File: config.mk
export PLATFORM = sky130hd
export DESIGN_NAME = port_analog_function_select
export DESIGN_NICKNAME = d
export VERILOG_FILES = /design/src/port_analog_pkg.sv /design/src/port_analog_function_select.sv /design/src/pin_input_sync.sv /design/src/analog_select_reg.sv
export SDC_FILE = /design/constraint.sdc
export NUM_CORES = 1
export LEC_CHECK = 0
export ABC_CLOCK_PERIOD_IN_PS = 1600
export BUFFER_PORTS_ARGS = -buffer_cell sky130_fd_sc_hd__buf_4
export CORE_MARGIN = 5
export CORE_UTILIZATION = 54
export DETAILED_ROUTE_END_ITERATION = 16
export MAX_ROUTING_LAYER = met4
export PLACE_DENSITY = 0.75
export SYNTH_ARGS = -nofsm -noshare
export SYNTH_HDL_FRONTEND = slang
export SYNTH_SLANG_ARGS = --single-unit
File: constraint.sdc
create_clock -name mclk -period 1.6 [get_ports mclk]
set_clock_uncertainty 0.1 [all_clocks]
set_input_delay 0.24 -clock mclk [delete_from_list [all_inputs] [get_ports mclk]]
set_output_delay 0.24 -clock mclk [all_outputs]
set_load 0.01 [all_outputs]
File: src/port_analog_pkg.sv
package port_analog_pkg;

    // ----------------------------------------
    // Sizes
    // ----------------------------------------
    localparam int NUM_PORTS  = 4;          // Ports A to D
    localparam int PORT_WIDTH = 16;         // Pins per port
    localparam int ADDR_WIDTH = 4;          // Register address width

    // ----------------------------------------
    // Register map (word indices)
    // ----------------------------------------
    localparam logic [3:0] ADDR_PORTA_SEL  = 4'h0;
    localparam logic [3:0] ADDR_PORTB_SEL  = 4'h1;
    localparam logic [3:0] ADDR_PORTC_SEL  = 4'h2;
    localparam logic [3:0] ADDR_PORTD_SEL  = 4'h3;
    localparam logic [3:0] ADDR_PORTA_DATA = 4'h4;
    localparam logic [3:0] ADDR_PORTD_DATA = 4'h7;

    // ----------------------------------------
    // Implemented selector masks, also reset values
    // ----------------------------------------
    localparam logic [15:0] PORTA_MASK       = 16'h06C0;
    localparam logic [15:0] PORTB_MASK       = 16'hFFFF;
    localparam logic [15:0] PORTC_MASK_LARGE = 16'h6010;
    localparam logic [15:0] PORTC_MASK_SMALL = 16'h6000;
    localparam logic [15:0] PORTD_MASK       = 16'h00C0;
    localparam logic [15:0] ABSENT_MASK      = 16'h0000;
    localparam logic [15:0] ZERO_WORD        = 16'h0000;

    // ----------------------------------------
    // Types
    // ----------------------------------------
    typedef logic [NUM_PORTS-1:0][PORT_WIDTH-1:0] port_word_type;

    typedef struct packed {
        logic [ADDR_WIDTH-1:0] addr;    // Register index
        logic [15:0]           wdata;   // Write data
        logic                  wr;      // Write strobe
        logic                  rd;      // Read strobe
    } reg_req_type;

endpackage

File: src/port_analog_function_select.sv
// Decided for this implementation: the register addresses and strobed register access.
`timescale 1ns/100ps
`default_nettype none
module port_analog_function_select
    import port_analog_pkg::*;
#(
    parameter bit LARGE_PACKAGE = 1'b1      // 1 = larger package, 0 = 64-pin
) (
    input  wire logic          mclk,
    input  wire logic          rst_n,
    input  wire reg_req_type   regReq,      // Register request bundle
    output logic        [15:0] rdData,      // Read data, cycle after rd
    input  wire port_word_type pinIn,       // Raw pin levels, ports A to D
    output port_word_type      analogMode,  // 1 = pin in analog mode
    output port_word_type      portRead     // Digital read path per pin
);

    // ----------------------------------------
    // Decode
    // ----------------------------------------
    logic        selHit;        // Address falls on a selection register
    logic        dataHit;       // Address falls on a port data register
    logic [1:0]  portIdx;       // Port addressed
    logic [15:0] rdData_next;   // Read value before the output flop
    logic [15:0] rdData_reg;    // Registered read data

    port_word_type selValue;    // Selection registers
    port_word_type pinLevel;    // Synchronised pin levels
    port_word_type portRead_reg;// Digital read path, gated

    assign portIdx = regReq.addr[1:0];
    assign selHit  = (regReq.addr >= ADDR_PORTA_SEL) && (regReq.addr < ADDR_PORTA_DATA);
    assign dataHit = (regReq.addr >= ADDR_PORTA_DATA) && (regReq.addr <= ADDR_PORTD_DATA);

    // ----------------------------------------
    // Per-port selection register and pin sync
    // ----------------------------------------
    // The small package drops port A entirely and port C bit 4; the mask
    // is fixed at elaboration so absent bits cost no selector flops; every pin still gets a full-width synchroniser
    for (genvar g = 0; g < NUM_PORTS; g++) begin : g_port
        localparam logic [15:0] LARGE_M =
            (g == 0) ? PORTA_MASK :
            (g == 1) ? PORTB_MASK :
            (g == 2) ? PORTC_MASK_LARGE :
                       PORTD_MASK;
        localparam logic [15:0] SMALL_M =
            (g == 0) ? ABSENT_MASK :
            (g == 2) ? PORTC_MASK_SMALL :
                       LARGE_M;
        localparam logic [15:0] M = LARGE_PACKAGE ? LARGE_M : SMALL_M;

        // Write enable for this port only
        logic wrEn;
        assign wrEn = regReq.wr && selHit && (portIdx == 2'(g));

        analog_select_reg #(
            .MASK   (M)
        ) u_sel (
            .mclk   (mclk),
            .rst_n  (rst_n),
            .wrEn   (wrEn),
            .wrData (regReq.wdata),
            .value  (selValue[g])
        );

        pin_input_sync #(
            .WIDTH  (PORT_WIDTH)
        ) u_sync (
            .mclk   (mclk),
            .rst_n  (rst_n),
            .pinIn  (pinIn[g]),
            .level  (pinLevel[g])
        );
    end

    // ----------------------------------------
    // Digital read path
    // ----------------------------------------
    // An analog pin reads low; a digital pin passes its level.
    // Masking also keeps a floating analog pad off the read path; its synchroniser still samples it.
    always_ff @(posedge mclk or negedge rst_n) begin
        if (!rst_n) begin
            portRead_reg <= '0;
        end else begin
            portRead_reg <= pinLevel & ~selValue;
        end
    end

    assign portRead   = portRead_reg;
    assign analogMode = selValue;

    // ----------------------------------------
    // Read mux
    // ----------------------------------------
    // Unmapped addresses answer zero
    always_comb begin
        rdData_next = ZERO_WORD;
        if (selHit) begin
            rdData_next = selValue[portIdx];
        end else if (dataHit) begin
            rdData_next = portRead_reg[portIdx];
        end
    end

    // Read data stands only in the cycle after the strobe
    always_ff @(posedge mclk or negedge rst_n) begin
        if (!rst_n) begin
            rdData_reg <= ZERO_WORD;
        end else if (regReq.rd) begin
            rdData_reg <= rdData_next;
        end else begin
            rdData_reg <= ZERO_WORD;
        end
    end

    assign rdData = rdData_reg;
endmodule // port_analog_function_select
`default_nettype wire

File: src/pin_input_sync.sv
`timescale 1ns/100ps
`default_nettype none
module pin_input_sync
    import port_analog_pkg::*;
#(
    parameter int WIDTH = 16
) (
    input  wire logic             mclk,
    input  wire logic             rst_n,
    input  wire logic [WIDTH-1:0] pinIn,
    output logic      [WIDTH-1:0] level
);

    // ----------------------------------------
    // Three-stage synchroniser
    // ----------------------------------------
    logic [WIDTH-1:0] stage1_reg;   // Metastable stage, read only by stage2
    logic [WIDTH-1:0] stage2_reg;   // First settled copy
    logic [WIDTH-1:0] stage3_reg;   // Second settled copy
    logic [WIDTH-1:0] level_reg;    // Accepted pin level

    // Shift the pins through the chain
    always_ff @(posedge mclk or negedge rst_n) begin
        if (!rst_n) begin
            stage1_reg <= '0;
            stage2_reg <= '0;
            stage3_reg <= '0;
        end else begin
            stage1_reg <= pinIn;
            stage2_reg <= stage1_reg;
            stage3_reg <= stage2_reg;
        end
    end

    // A change is accepted only once stages two and three agree,
    // which rejects a one-cycle glitch at the cost of latency
    always_ff @(posedge mclk or negedge rst_n) begin
        if (!rst_n) begin
            level_reg <= '0;
        end else begin
            level_reg <= (stage2_reg & stage3_reg) | (level_reg & (stage2_reg ^ stage3_reg));
        end
    end

    assign level = level_reg;
endmodule // pin_input_sync
`default_nettype wire

File: src/analog_select_reg.sv
`timescale 1ns/100ps
`default_nettype none
module analog_select_reg
    import port_analog_pkg::*;
#(
    parameter logic [15:0] MASK = 16'hFFFF
) (
    input  wire logic        mclk,
    input  wire logic        rst_n,
    input  wire logic        wrEn,
    input  wire logic [15:0] wrData,
    output logic      [15:0] value
);

    // ----------------------------------------
    // Selection storage
    // ----------------------------------------
    logic [15:0] value_reg;     // Selector bits, zero where unimplemented

    // Reset sets every implemented selector, so pins start analog
    always_ff @(posedge mclk or negedge rst_n) begin
        if (!rst_n) begin
            value_reg <= MASK;
        end else if (wrEn) begin
            value_reg <= wrData & MASK;
        end
    end

    assign value = value_reg;
endmodule // analog_select_reg
`default_nettype wire

==> results of run 1 <==
==> metal layers <==
| layer | up-vias | routed length [µm] | GRT usage [%] |
|---|---|---|---|
| met4 | 0 | 706 | 7.108 |
| met5 | - | 0 | - |
| met1 | 3256 | 9328 | 25.28 |
| li1 | 2866 | - | - |
| met3 | 55 | 1112 | 3.642 |
| met2 | 175 | 12210 | 33.28 |
==> final timing paths <==
path	start	end	slack (ns)	cells after the start
setup / recovery	g_port[2].u_sel.value[4]	analogMode[36]	0.04	1
hold / removal	rst_n	g_port[2].u_sync.stage1_reg[2]	0.06	2
setup reg to reg	portRead[54]	rdData[6]	0.21	3
hold reg to reg	g_port[2].u_sync.stage1_reg[15]	g_port[2].u_sync.stage2_reg[15]	0.24	0
max in group asynchronous	rst_n	g_port[1].u_sel.value[8]	0.63	3
min in group mclk	regReq[0]	rdData[7]	0.07	3
==> cell families (layout without fill, tap and decap cells) <==
family          after synthesis  count (layout)  share of synthesized area (%)
compound gates               82              82                          5.202
fa+ha+maj                    64              64                          6.740
buf+inv                      50             373                          2.980
flops                       361             361                          76.30
mux                          45              45                          5.834
other cells                   1              40                        0.03156
simple gates                 53              53                          2.917
==> metrics by stage <==
stage	worst slack (ns)	util, %	hold slack, ns	setup TNS, ns	total power, mW
2_1_floorplan	-0.01378	-	-0.1556	-0.04135	11.53
3_3_place_gp	-0.07615	63.80	-0.009882	-0.2270	12.79
3_5_place_dp	-0.09378	63.80	-0.008860	-0.2587	12.88
4_1_cts	0.006371	73.18	0.04556	0	21.50
5_1_grt	0.003524	73.19	0.06596	0	22.20
6_report	0.04259	73.19	0.06039	0	21.22
==> area by class of cell <==
type	count	area, µm²	area share, %
diodes	1	2.502	0.01572
clock buffers	56	1130	7.096
clock inverters	10	92.59	0.5815
multi-input cells	283	2605	16.36
flip-flops and latches	361	9065	56.93
well taps	280	350.3	2.200
repair buffers	307	2678	16.82
==> timing repair <==
action,4_1_cts,5_1_grt
hold endpoints to repair,436,0
setup buffers,1,0
setup endpoints to repair,1,0
hold buffers,81,0
==> layout by cell type, fill, tap and decap left out, types with 2 or more instances in the layout <==
cell and count:
a21o_1 64, a21oi_1 2, a221oi_1 3, a22o_1 7, a31oi_1 2, and3_1 2
buf_12 13, buf_4 212, clkbuf_1 8, clkbuf_16 39, clkbuf_8 9, clkinv_2 6
conb_1 39, dfrtp_1 336, dfstp_2 25, dlygate4sd3_1 81, ha_1 64, mux2_2 22
mux2_4 3, mux2i_1 4, mux4_2 16, nand2b_1 5, nor2_1 2, nor2b_1 31
nor3_1 3, nor3b_1 2, o21ai_0 2, o2bb2ai_1 2, or3b_4 2
==> power breakdown <==
part	total, mW	switching [mW]	leakage [nW]	internal, mW
Combinational	2.29	0.988	3.06	1.30
Sequential	10.6	0.537	4.29	10.1
Clock	8.34	3.29	0.604	5.05
Total	21.2	4.82	7.96	16.4
==> run metrics, run 1 <==
DRT Pass-1 Iters=4; DR DRC count=0; HPWL after DPL=16130 µm; sequence of cells on the critical path=buf_4; P&R area growth vs syn=34.01%; Tcrit/Tclk final=97.34%; initial antenna violation count=1; pwr/cell area=1333 nW/µm²; clock sink count=361; Distinct cells, synth=33; dpl cells=1149; Post-synth EDFFs=0; WL/cell=18.00 µm; Rows=54; Worst Path Arrival=1.22 ns; FMAX=642.1 MHz; Vias per Instance=4.894; slowest stage cell, crit path=dfstp_2; asr flop ratio synth=100.0%; CTS tree=done; first-pass GRT wire length=37380 µm; DRC violation total after the first TritonRoute iteration=275; Max Slew Vio Count=0; Reg clk slew, reported paths=0.06 ns; final setup vio count=0; LEAKAGE=7.955 nW; htree depth=2; Post-DP Area=13880 µm²; Synth area leaders=dfrtp_1 71%, ha_1 6.7%, dfstp_2 5.5%, a21o_1 4.0%, mux4_2 3.0%; via count=6352; CP max FO=4; clk_lat worst skew=0.51 ns; Chip Width=158.3 µm; vias in the first global route=6868; share of cells above drive strength 1=34.91%; Yosys top cell by area=dfrtp_1; CTS Root Cell=clkbuf_16; most frequent cell after synthesis=dfrtp_1; Post-CTS Resized=0; Synth Register Bits=361; minimum clock period=1.557 ns; TritonCTS Buffers=37; final WL=23360 µm; input/output buffers=192; Nets=1142; Synth Flop Type=dfrtp_1; Largest delay share family, worst path=flip-flops; register area share after synthesis=76.30%; RSZ-0062 raised after global routing=no; Min-Delay Path Class=primary input to asynchronous set/reset pin; startpoint type of the worst setup path=register; Die ar.=25070 µm²; CP peak stage delay=0.58 ns; fill cell count=1357; critical path class=register to output port; crit end category=output port; Yosys warnings=0; final instance area=15920 µm²; ANT nets after route=0; Mapped Cells=656; grt total ovfl=0; Post-synth top cells=336 x dfrtp_1, 64 x a21o_1, 64 x ha_1; CORE AREA=21760 µm²; I/O Pins=232; GRT Util Overall=20.10%; Max Cap Violations=0; status=finished clean; Initial Util=54.61%; Die Ht=158.3 µm; maximum number of pins on one net before global-route repair=82; GPL Wtd Cong=0.7844; Syn Std Cell Area=11880 µm²; post-synth top area share=70.77%; Final Instance Count excl. Fillers=1298; Max IR drop VDD=1.019 mV; Req. time, crit path=1.26 ns; CP bufs+invs=1; Longest Clk Path Bufs=3; synthesized area per cell=18.11 µm²; Final Hold Vio Count=0
Note: power is estimated with default switching activity, not from simulation.
==> inputs of run 2 (changes only) <==
ABC_CLOCK_PERIOD_IN_PS = 1800   (was 1600)
CORE_UTILIZATION = 55   (was 54)
PLACE_DENSITY = 0.77   (was 0.75)
SETUP_SLACK_MARGIN = 0.1   (was unset)
clock period = 1.8 ns   (was 1.6 ns; I/O delays follow)
==> run 2 against run 1 <==
Net effect:
- total power decreased by 7.7%
- worst setup slack improved by 0.13 ns
- utilization increased by 1.8 points
- final cell count decreased by 1.2%
- die area decreased by 1.7%
- routed wire length increased by 4.5%
- sequential share of layout area increased by 0.19 points
- sequential power decreased by 11%
- combinational power decreased by 12%
- via count increased by 0.25%
- final area decreased by 0.33%
- global-route usage increased by 1.1 points
- critical endpoint is now analogMode[7]
==> run metrics, run 2 (synthesis gave the netlist of run 1 again) <==
DRC violation total after the first TritonRoute iteration=266 (-3.3%); dpl cells=1131 (-1.6%); DR DRC count=0 (unchanged); first-pass GRT wire length=38850 µm (+3.9%); ANT nets after route=0 (unchanged); Sum Neg Setup Slack=0 ns (unchanged); Nets=1129 (-1.1%); CP peak stage delay=0.59 ns (about the same); clock sink count=361 (unchanged); FMAX=615.5 MHz; reg2reg path depth=3 (unchanged); final WL=24410 µm (+4.5%); most common cell after layout, fill and taps aside=dfrtp_1; FF-to-FF setup slack=0.42 ns (+0.21 ns); setup ws final=0.1753 ns (+0.1327 ns); Die ar.=24640 µm² (-1.7%); Critical R2R Launch=portRead[17]; CP bufs+invs=1 (unchanged); Largest delay share family, worst path=flip-flops; area of the multi-input gates=2605 µm² (unchanged); GRT Util Overall=21.24% (+1.1 points); critical path class=register to output port; minimum clock period=1.625 ns; Initial Util=56.17% (+1.6 points); fill cell count=1220 (-10%); Rows=53 (-1.9%); TritonCTS Buffers=37 (unchanged); Max IR drop VDD=0.9819 mV (-3.6%); Reg clk slew, reported paths=0.06 ns (about the same); CTS Root Cell=clkbuf_16; Critical R2R Capture=rdData[1]; input/output buffers=192 (unchanged); Worst Hold Path EP=rdData[7]; Chip Width=157.0 µm (-0.85%); via count=6368 (+0.25%); Die Ht=157.0 µm (-0.85%); slowest stage cell, crit path=dfstp_2; CP max FO=4 (unchanged); Post-CTS Resized=0 (unchanged); Req. time, crit path=1.43 ns (+0.17 ns); Final Hold Vio Count=0 (unchanged); LEAKAGE=7.914 nW (-0.53%); htree depth=2 (unchanged); vias in the first global route=7062 (+2.8%); Worst Path Arrival=1.25 ns (+0.03 ns); initial antenna violation count=1 (unchanged); HPWL after DPL=16040 µm (-0.55%); setup slack at placement=0.09119 ns (+0.1850 ns); Max Cap Violations=0 (unchanged); grt total ovfl=0 (unchanged); Vias per Instance=4.967 (+1.5%); final setup vio count=0 (unchanged); I/O Pins=232 (unchanged); share of cells above drive strength 1=33.93% (-0.98 points); status=finished clean; DRT Pass-1 Iters=4 (unchanged); Max Slew Vio Count=0 (unchanged); Tcrit/Tclk final=90.26%; Min-Delay Path Class=primary input to register; CTS tree=done; Final Instance Count excl. Fillers=1282 (-1.2%); WL/cell=19.04 µm (+5.8%); FF/Latch Area=9065 µm² (unchanged); clk_lat worst skew=0.52 ns (about the same); sequence of cells on the critical path=buf_4; GPL Wtd Cong=0.7864 (+0.25%); crit end category=output port; RSZ-0062 raised after global routing=no; worst hold start=regReq[0]; Longest Clk Path Bufs=3 (unchanged); hold path depth=3; pwr/cell area=1234 nW/µm² (-7.4%); P&R area growth vs syn=33.57%; startpoint type of the worst setup path=register; CORE AREA=21150 µm² (-2.8%); maximum number of pins on one net before global-route repair=58 (-29%); most frequent cells in the layout=336 x dfrtp_1, 203 x buf_4, 82 x dlygate4sd3_1, 64 x a21o_1, 64 x ha_1
[run 2: changes by cell type in the layout (fill, tap and decap cells not counted), moves of 3 or more]
cell,previous run,this run
buf_4,212,203
buf_12,13,8
bufinv_16,1,6
clkinv_2,6,3
[run 2: metrics by stage]
| stage | total power [mW] | hold slack, ns | utilization, % | area, µm² |
|---|---|---|---|---|
| after floorplan | 10.25 | -0.1256 | - | 12020 |
| after global placement | 11.34 | 0.1160 | 64.83 | 13710 |
| after detailed placement | 11.44 | 0.1232 | 64.83 | 13710 |
| after CTS | 19.78 | 0.09787 | 75.00 | 15870 |
| after global routing | 20.38 | 0.1095 | 75.01 | 15870 |
| final | 19.58 | 0.1186 | 75.02 | 15870 |
[run 2: cell type report]
type,instances,share of cell area [%]
antenna,2,0.03154
timing repair buffer,294,15.88
tap,275,2.168
sequential,361,57.12
clock buffer,56,7.056
multi-input combinational,283,16.41
clock inverter,11,1.332
[run 2: how the worst max path moves through the flow]
stage                                   startpoint                         to  slack [ns]  cells past startpoint
final                     g_port[0].u_sel.value[7]              analogMode[7]        0.18                      1
after global routing      g_port[3].u_sel.value[6]             analogMode[54]        0.15                      1
after CTS                 g_port[3].u_sel.value[6]             analogMode[54]        0.16                      1
after detailed placement                regReq[21]  g_port[2].u_sel.value[13]        0.09                      4
after global placement                  regReq[21]   g_port[2].u_sel.value[4]         0.1                      4
after floorplan                         regReq[20]  g_port[2].u_sel.value[13]        0.15                      4
[run 2: timing repair]
item | in CTS | in global routing
endpoints found under the hold margin | 292 | 0
setup buffers | 0 | 0
hold buffers | 82 | 0
[run 2: routing by layer]
layer | wire, µm | vias up | global-route usage, % | part of all wire, %
met4 | 764 | 0 | 8.058 | 3.1
met2 | 12690 | 181 | 34.40 | 52
li1 | - | 2847 | - | -
met3 | 1230 | 56 | 4.234 | 5.0
met5 | 0 | - | - | 0
met1 | 9726 | 3284 | 26.94 | 40
[run 2: power by group]
part / switching, mW / internal (mW)
clock: 2.97 / 5.16
sequential: 0.505 / 8.93
combinational: 0.883 / 1.13
total: 4.36 / 15.2
